--- src/pcr_pkg.sv ---
package pcr_pkg;

  // ----------------------------------------------------------------
  // byte offsets in configuration space
  // ----------------------------------------------------------------
  localparam logic [7:0]  OFF_NEXT_ONE = 8'h41;
  localparam logic [7:0]  OFF_SS_VEND  = 8'h44;
  localparam logic [7:0]  OFF_SS_IDENT = 8'h46;
  localparam logic [7:0]  OFF_CAP_ID   = 8'h48;
  localparam logic [7:0]  OFF_NEXT_TWO = 8'h49;
  localparam logic [7:0]  OFF_PM_CAPS  = 8'h4a;
  localparam logic [7:0]  OFF_GEN_CTRL = 8'hd4;

  // ----------------------------------------------------------------
  // fixed and reset values
  // ----------------------------------------------------------------
  localparam logic [7:0]  VAL_NEXT_ONE = 8'h48;
  localparam logic [7:0]  VAL_NEXT_TWO = 8'h50;
  localparam logic [7:0]  VAL_CAP_ID   = 8'h01;
  localparam logic [15:0] RST_SS_ID    = 16'h0000;
  localparam logic [15:0] RST_PM_CAPS  = 16'h0603;
  localparam logic        RST_REV_SEL  = 1'b1;

  // ----------------------------------------------------------------
  // capabilities word fields
  // ----------------------------------------------------------------
  localparam int          WAKE_LSB     = 11;
  localparam int          WAKE_W       = 5;
  localparam logic [4:0]  VAL_WAKE     = 5'h00;
  localparam int          TWO_BIT      = 10;
  localparam int          ONE_BIT      = 9;
  localparam int          AUX_LSB      = 6;
  localparam int          AUX_W        = 3;
  localparam logic [2:0]  VAL_AUX      = 3'h0;
  localparam int          DSI_BIT      = 5;
  localparam int          RSVD_BIT     = 4;
  localparam int          WCLK_BIT     = 3;
  localparam int          REV_LSB      = 0;
  localparam int          REV_W        = 3;
  localparam logic [2:0]  REV_1_1      = 3'h2;
  localparam logic [2:0]  REV_1_2      = 3'h3;
  localparam int          REV_SEL_BIT  = 26;

  // ----------------------------------------------------------------
  // decode helpers
  // ----------------------------------------------------------------
  function automatic logic dw_hit(input logic [5:0] dw, input logic [7:0] off);
    return dw == off[7:2];
  endfunction : dw_hit

  function automatic int lsb(input logic [7:0] off);
    return 8 * int'(off[1:0]);
  endfunction : lsb

endpackage : pcr_pkg

--- src/pcr_acc_if.sv ---
`timescale 1ns/10ps
`default_nettype none

interface pcr_acc_if;
  logic        rd;
  logic        wr;
  logic [5:0]  dw;
  logic [3:0]  be;
  logic [31:0] wdata;
  logic [15:0] ss_vend;
  logic [15:0] ss_ident;

  modport port  (output rd, wr, dw, be, wdata);
  modport store (output ss_vend, ss_ident);
  modport core  (input rd, wr, dw, be, wdata, ss_vend, ss_ident);
endinterface : pcr_acc_if

`default_nettype wire

--- src/pcr_top.sv ---
// Function
// - first capability pointer is read-only and always reads 48h.
// - subsystem_vendor_ident ignores config writes; loaded by eeprom or alias path.
// - subsystem_ident ignores config writes; loaded by eeprom or alias path.
// - both subsystem ids clear to zero on link, global or power-on reset.
// - power management power_mgmt_cap_ident is read-only and reads 01h.
// - second capability pointer is read-only and always reads 50h.
// - capabilities word is read-only; its default shows all fixed fields.
// - wake state mask bits 15:11 read zero.
// - state two capable bit 10 reads one.
// - state one capable bit 9 reads one.
// - auxiliary current field bits 8:6 reads zero.
// - device specific init bit 5 and reserved bit 4 read zero.
// - wake needs clock bit 3 reads zero.
// - revision field reads 010b with select clear, 011b with select set.
// - revision select is bit 26 of the general control register at D4h.
`timescale 1ns/10ps
`default_nettype none

module pcr_top (
  input  wire logic        clk,
  input  wire logic        arst_n,
  input  wire logic        link_reset_n,
  input  wire logic        global_reset_in,
  input  wire logic        cfg_req,
  input  wire logic        cfg_we,
  input  wire logic [5:0]  cfg_addr,
  input  wire logic [3:0]  cfg_be,
  input  wire logic [31:0] cfg_wdata,
  output logic             cfg_ack,
  output logic [31:0]      cfg_rdata,
  input  wire logic        id_wr_vendor,
  input  wire logic        id_wr_ident,
  input  wire logic [15:0] id_wr_data,
  output logic             revision_select_bit
);

  // ----------------------------------------------------------------
  // state
  // ----------------------------------------------------------------
  typedef struct packed {
    logic        ack;
    logic [31:0] rdata;
    logic        rev_sel;
  } pcr_core_t;

  pcr_core_t   st_q;
  pcr_core_t   st_d;
  logic [15:0] caps;
  logic [31:0] rword;

  pcr_acc_if acc ();

  // ----------------------------------------------------------------
  // request stage and identification store
  // ----------------------------------------------------------------
  pcr_cfg_port u_port (
    .clk       (clk),
    .arst_n    (arst_n),
    .cfg_req   (cfg_req),
    .cfg_we    (cfg_we),
    .cfg_addr  (cfg_addr),
    .cfg_be    (cfg_be),
    .cfg_wdata (cfg_wdata),
    .acc       (acc.port)
  );

  pcr_id_store u_ids (
    .clk             (clk),
    .arst_n          (arst_n),
    .link_reset_n    (link_reset_n),
    .global_reset_in (global_reset_in),
    .id_wr_vendor    (id_wr_vendor),
    .id_wr_ident     (id_wr_ident),
    .id_wr_data      (id_wr_data),
    .acc             (acc.store)
  );

  // ----------------------------------------------------------------
  // capabilities word and read mux
  // ----------------------------------------------------------------
  always_comb begin
    st_d = st_q;
    caps = '0;
    caps[pcr_pkg::WAKE_LSB +: pcr_pkg::WAKE_W] = pcr_pkg::VAL_WAKE;
    caps[pcr_pkg::TWO_BIT]  = 1'b1;
    caps[pcr_pkg::ONE_BIT]  = 1'b1;
    caps[pcr_pkg::AUX_LSB +: pcr_pkg::AUX_W] = pcr_pkg::VAL_AUX;
    caps[pcr_pkg::DSI_BIT]  = 1'b0;
    caps[pcr_pkg::RSVD_BIT] = 1'b0;
    caps[pcr_pkg::WCLK_BIT] = 1'b0;
    // revision follows the select bit live, no latch of its own
    caps[pcr_pkg::REV_LSB +: pcr_pkg::REV_W] =
      st_q.rev_sel ? pcr_pkg::REV_1_2 : pcr_pkg::REV_1_1;

    // bytes of these dwords owned by other blocks read as zero here
    rword = '0;
    if (pcr_pkg::dw_hit(acc.dw, pcr_pkg::OFF_NEXT_ONE)) begin
      rword[pcr_pkg::lsb(pcr_pkg::OFF_NEXT_ONE) +: 8] = pcr_pkg::VAL_NEXT_ONE;
    end
    if (pcr_pkg::dw_hit(acc.dw, pcr_pkg::OFF_SS_VEND)) begin
      rword[pcr_pkg::lsb(pcr_pkg::OFF_SS_VEND) +: 16]  = acc.ss_vend;
      rword[pcr_pkg::lsb(pcr_pkg::OFF_SS_IDENT) +: 16] = acc.ss_ident;
    end
    if (pcr_pkg::dw_hit(acc.dw, pcr_pkg::OFF_CAP_ID)) begin
      rword[pcr_pkg::lsb(pcr_pkg::OFF_CAP_ID) +: 8]   = pcr_pkg::VAL_CAP_ID;
      rword[pcr_pkg::lsb(pcr_pkg::OFF_NEXT_TWO) +: 8] = pcr_pkg::VAL_NEXT_TWO;
      rword[pcr_pkg::lsb(pcr_pkg::OFF_PM_CAPS) +: 16] = caps;
    end
    if (pcr_pkg::dw_hit(acc.dw, pcr_pkg::OFF_GEN_CTRL)) begin
      rword[pcr_pkg::REV_SEL_BIT] = st_q.rev_sel;
    end

    // every request is answered, writes included, two edges after it
    st_d.ack   = acc.rd || acc.wr;
    st_d.rdata = acc.rd ? rword : '0;

    // only the select bit is writable; all else here drops writes
    if (acc.wr && pcr_pkg::dw_hit(acc.dw, pcr_pkg::OFF_GEN_CTRL) &&
        acc.be[pcr_pkg::REV_SEL_BIT / 8]) begin
      st_d.rev_sel = acc.wdata[pcr_pkg::REV_SEL_BIT];
    end
  end

  always_ff @(posedge clk or negedge arst_n) begin
    if (!arst_n) begin
      st_q.ack     <= 1'b0;
      st_q.rdata   <= '0;
      st_q.rev_sel <= pcr_pkg::RST_REV_SEL;
    end else begin
      st_q <= st_d;
    end
  end

  assign cfg_ack             = st_q.ack;
  assign cfg_rdata           = st_q.rdata;
  assign revision_select_bit = st_q.rev_sel;
endmodule : pcr_top

`default_nettype wire

--- src/pcr_cfg_port.sv ---
`timescale 1ns/10ps
`default_nettype none

module pcr_cfg_port (
  input  wire logic        clk,
  input  wire logic        arst_n,
  input  wire logic        cfg_req,
  input  wire logic        cfg_we,
  input  wire logic [5:0]  cfg_addr,
  input  wire logic [3:0]  cfg_be,
  input  wire logic [31:0] cfg_wdata,
  pcr_acc_if.port          acc
);

  typedef struct packed {
    logic        rd;
    logic        wr;
    logic [5:0]  dw;
    logic [3:0]  be;
    logic [31:0] wdata;
  } pcr_req_t;

  pcr_req_t req_q;
  pcr_req_t req_d;

  // one request per cycle, taken whole into the pipeline stage
  always_comb begin
    req_d    = req_q;
    req_d.rd = cfg_req && !cfg_we;
    req_d.wr = cfg_req && cfg_we;
    if (cfg_req) begin
      req_d.dw    = cfg_addr;
      req_d.be    = cfg_be;
      req_d.wdata = cfg_wdata;
    end
  end

  always_ff @(posedge clk or negedge arst_n) begin
    if (!arst_n) begin
      req_q <= '0;
    end else begin
      req_q <= req_d;
    end
  end

  assign acc.rd    = req_q.rd;
  assign acc.wr    = req_q.wr;
  assign acc.dw    = req_q.dw;
  assign acc.be    = req_q.be;
  assign acc.wdata = req_q.wdata;

endmodule : pcr_cfg_port

`default_nettype wire

--- src/pcr_id_store.sv ---
`timescale 1ns/10ps
`default_nettype none

module pcr_id_store (
  input  wire logic        clk,
  input  wire logic        arst_n,
  input  wire logic        link_reset_n,
  input  wire logic        global_reset_in,
  input  wire logic        id_wr_vendor,
  input  wire logic        id_wr_ident,
  input  wire logic [15:0] id_wr_data,
  pcr_acc_if.store         acc
);

  typedef struct packed {
    logic [15:0] vend;
    logic [15:0] ident;
  } pcr_ids_t;

  pcr_ids_t ids_q;
  pcr_ids_t ids_d;

  // loader and alias path only; config writes never reach here
  always_comb begin
    ids_d = ids_q;
    if (!link_reset_n || global_reset_in) begin
      ids_d.vend  = pcr_pkg::RST_SS_ID;
      ids_d.ident = pcr_pkg::RST_SS_ID;
    end else begin
      if (id_wr_vendor) begin
        ids_d.vend = id_wr_data;
      end
      if (id_wr_ident) begin
        ids_d.ident = id_wr_data;
      end
    end
  end

  always_ff @(posedge clk or negedge arst_n) begin
    if (!arst_n) begin
      ids_q <= '0;
    end else begin
      ids_q <= ids_d;
    end
  end

  assign acc.ss_vend  = ids_q.vend;
  assign acc.ss_ident = ids_q.ident;

endmodule : pcr_id_store

`default_nettype wire

--- config.mk ---
export PLATFORM = sky130hd
export DESIGN_NAME = pcr_top
export DESIGN_NICKNAME = d
export VERILOG_FILES = /design/src/pcr_pkg.sv /design/src/pcr_acc_if.sv /design/src/pcr_top.sv /design/src/pcr_cfg_port.sv /design/src/pcr_id_store.sv
export SDC_FILE = /design/constraint.sdc
export NUM_CORES = 1
export LEC_CHECK = 0
export ABC_AREA = 0
export BUFFER_PORTS_ARGS = -buffer_cell sky130_fd_sc_hd__buf_2
export CAP_MARGIN = 20
export CORE_MARGIN = 1.5
export CORE_UTILIZATION = 50
export CTS_CLUSTER_DIAMETER = 120
export DETAILED_ROUTE_END_ITERATION = 16
export PLACE_DENSITY = 0.73
export SYNTH_ARGS = -nofsm -noshare
export SYNTH_HDL_FRONTEND = slang
export SYNTH_HIERARCHICAL = 1
export SYNTH_SLANG_ARGS = --single-unit
--- constraint.sdc ---
create_clock -name clk -period 1.8 [get_ports clk]
set_input_delay 0.18 -clock clk [delete_from_list [all_inputs] [get_ports clk]]
set_output_delay 0.18 -clock clk [all_outputs]
set_load 0.005 [all_outputs]
After elaboration in Yosys (flattened, before gate mapping). Cells that the tools add are included. Widths: inputs -> output; s select.

Output and inout bits: 34. Input port bits: 66. Bits in registers: 105. Logic and storage cells: 33.

Reduce and logical (&&, ||, !) cells: 10. Mux-type cells: 9. Equal/unequal tests: 4.

Operators by type and width (number): $mux 32 (4); $mux 16 (2); $eq 6x5->1 const B (3); $mux 7 (1); $eq 6x6->1 const B (1); $logic_and 1x1->1 (4); $reduce_bool 2->1 (2); $logic_not 1->1 (2); $logic_or 1x1->1 (2); $mux 1 (2).

Logic depth before layout (Yosys ltp).
Word-level depth: 6. Depth in mapped cells: 4.

Modules after synthesis. Netlist, hierarchy kept.

Modules (own cells, without submodules): pcr_cfg_port (seq. area each 1101.1 um^2, cells each 93, area an instance 1815.5 um^2, times used 1); pcr_id_store (seq. area each 800.8 um^2, cells each 104, area an instance 1325.0 um^2, times used 1); pcr_top (seq. area each 852.1 um^2, cells each 90, area an instance 1253.7 um^2, times used 1).

Worst setup path after synthesis. OpenSTA, ideal clock, no wires.

Path type: register to register. Start: register u_port.req_q, in the netlist u_port/acc.dw[5]. End: register st_q, in the netlist cfg_rdata[10]. Buffers on the path: 1. Path slack: 363 ps. Setup time: 64 ps. Stages on the path, launching flop included: 5. Clock period less this slack: 1437 ps. Required time: 1736 ps. Arrival: 1373 ps. Cells stage by stage: dfrtp_1 -> nor4b_4 -> and3_4 -> buf_6 -> and2_2.

RTL lines: start, declared (line pcr_cfg_port.sv:23) `pcr_req_t req_q;`; start signal, assigned (line pcr_cfg_port.sv:42) `req_q <= req_d;`; end signal, assigned (line pcr_top.sv:131) `st_q <= st_d;`; end, declared (line pcr_top.sv:47) `pcr_core_t st_q;`.

==> reports/metrics.cfg <==
[status]
status=finished clean

[detailed_routing]
drt-total-wl_um=5030
drtAntennaViolNets=0
via_per_inst=4.83
drc_errors=0
num_vias=1758
wire_per_inst_um=13.8
drtIter0Drc=126
drt_first_pass_iters=4

[die]
die_area_um2=6470
die_w_um=80.4
fp.dieH_um=80.4
start_util=0.512
coreArea_um2=5850
io_pins=100
rows=28

[timing]
fin_worst_skew_ns=0.00639
maxSlewHeadroom=0.568
finalCritPeriodShare=0.787
finalSetupViolCount=0
min_period_ns=1.42
fin_setup_tns_ns=0
setup_ws_ns=0.384
rsz0062_at_grt=no
hold_violations=0
drv_slew=0
max_freq_mhz=706
tightest_slew_ns=0.648

[layout]
antennaDiodeCount=0
final_cells=364
area_growth_pct=18.1
drive_gt1_frac=0.381
fillerInstances=501
nets=352
multiInputGateArea_um2=950
seq_area_um2=1900

[pwr]
cellLeakagePower_nw=1.89
ir_worst_vdd_uv=585
power.density_nw_per_um2=952

[clock_tree]
clk_pin_slew_ns=0.07
clkSinkCount=76
htree_levels=3
post_cts_buffers=0
clkLatencyLatePin_ns=0.34
post_cts_resized=0
cts_tree=yes
cts_hold_buf=2
cts_buffers=9
clock-root-buffer=clkbuf_8
clock_path_buffers=2

[placement]
gp_congestion=0.723
placement.io_buffers=65
dpl_worst_slack_ns=0.373
dp_hpwl_um=3230
dp_cells=348

[flow_run]
maxCapViolations=0

[setup_path]
path_cells=nor4b_4 -> buf_4 -> nand3b_1 -> a21boi_0
worst_path_max_delay_cell=dfrtp_1
start_kind=flip-flop
critPathTopFamily=simple AND/OR/NAND/NOR gates
cp-end-kind=flip-flop
crit_buf_inv=1
arrival_ns=1.66
required_ns=2.04
ff2ff_setup_slack_ns=0.38
cpPeakStageDelay_ns=0.42
crit_fanout=9
crit_type=flip-flop to flip-flop

[grt]
met3_usage=0.0580
met2_usage=0.269
grt_pass1_vias=1747
antenna_found_initial=0
grt_overflow_total=0
top_usage_layer=met2
grt_first_pass_wirelength_um=8390
track_usage=0.177
grt_max_degree=60
met1_usage=0.233

[yosys]
synth_warnings=6
synth_cells=217
synth_area_um2=3000
syn_nets=283
syn_area_per_cell_um2=13.8

[hold_path]
hp-class=primary input to flip-flop

## final cells by class
| type | instances | share of cell area |
|---|---|---|
| sequential | 76 | 0.538 |
| clock buffer | 13 | 0.0506 |
| multi-input combinational | 129 | 0.268 |
| timing repair buffer | 70 | 0.108 |
| tap | 75 | 0.0265 |
| clock inverter | 1 | 0.00849 |
## per-layer routing
layer	part of all wire	routed length, µm
met1	0.46	2330
met2	0.46	2320
met3	0.065	326
met4	0.011	54
met5	0	0
## stage by stage
step / cell area, µm² / util / hold slack, ns / power (mW)
floorplan: 3000 / - / -0.116 / 1.97
global placement: 3310 / 0.566 / 0.0602 / 2.05
detailed placement: 3310 / 0.566 / 0.0628 / 2.06
CTS: 3540 / 0.605 / 0.0631 / 3.41
global route: 3540 / 0.605 / 0.0623 / 3.49
finish: 3540 / 0.605 / 0.0727 / 3.37
## final timing paths
| path | from | end | cells past startpoint |
|---|---|---|---|
| setup / recovery | u_port/acc.dw[5] | cfg_rdata[0] | 4 |
| hold / removal | cfg_addr[0] | u_port/acc.dw[0] | 2 |
| setup reg to reg | u_port/acc.dw[5] | cfg_rdata[0] | 4 |
| hold reg to reg | u_port/acc.wr | cfg_ack | 1 |
| max in group asynchronous | arst_n | revision_select_bit | 3 |
| min in group asynchronous | arst_n | cfg_rdata[6] | 2 |
## cell usage in the layout, fill, tap and decap left out
cell           count
dfrtp_1           75
buf_2             64
mux2i_1           32
nor2_1            32
and2_2            13
clkbuf_8          13
and2_1            12
nand3_1            6
a21boi_0           5
mux2_4             5
mux2_2             4
nor2b_1            3
buf_4              3
nand2b_1           2
nand4b_1           2
or2_2              2
nand2_1            2
nor3_1             2
dlygate4sd3_1      2
nor4b_4            1
and3_4             1
nand3b_1           1
o31ai_1            1
a31oi_1            1
a21oi_1            1
bufinv_16          1
buf_12             1
dfstp_2            1
nand2b_2           1
## state kept, by name (all words and copies together) (netlist names)
register,cells
u_port/acc.wr,1
u_ids/acc.ss_vend,16
u_port/acc.wdata,1
u_ids/acc.ss_ident,16
cfg_ack,1
u_port/acc.be,1
cfg_rdata,32
u_port/acc.rd,1
revision_select_bit,1
u_port/acc.dw,6
## power breakdown
group	internal, mW	switching [mW]	total, mW
clock network	0.777	0.563	1.34
registers	1.76	0.0362	1.79
logic	0.115	0.120	0.235
total	2.65	0.719	3.37
(Power assumes the default switching activity.)
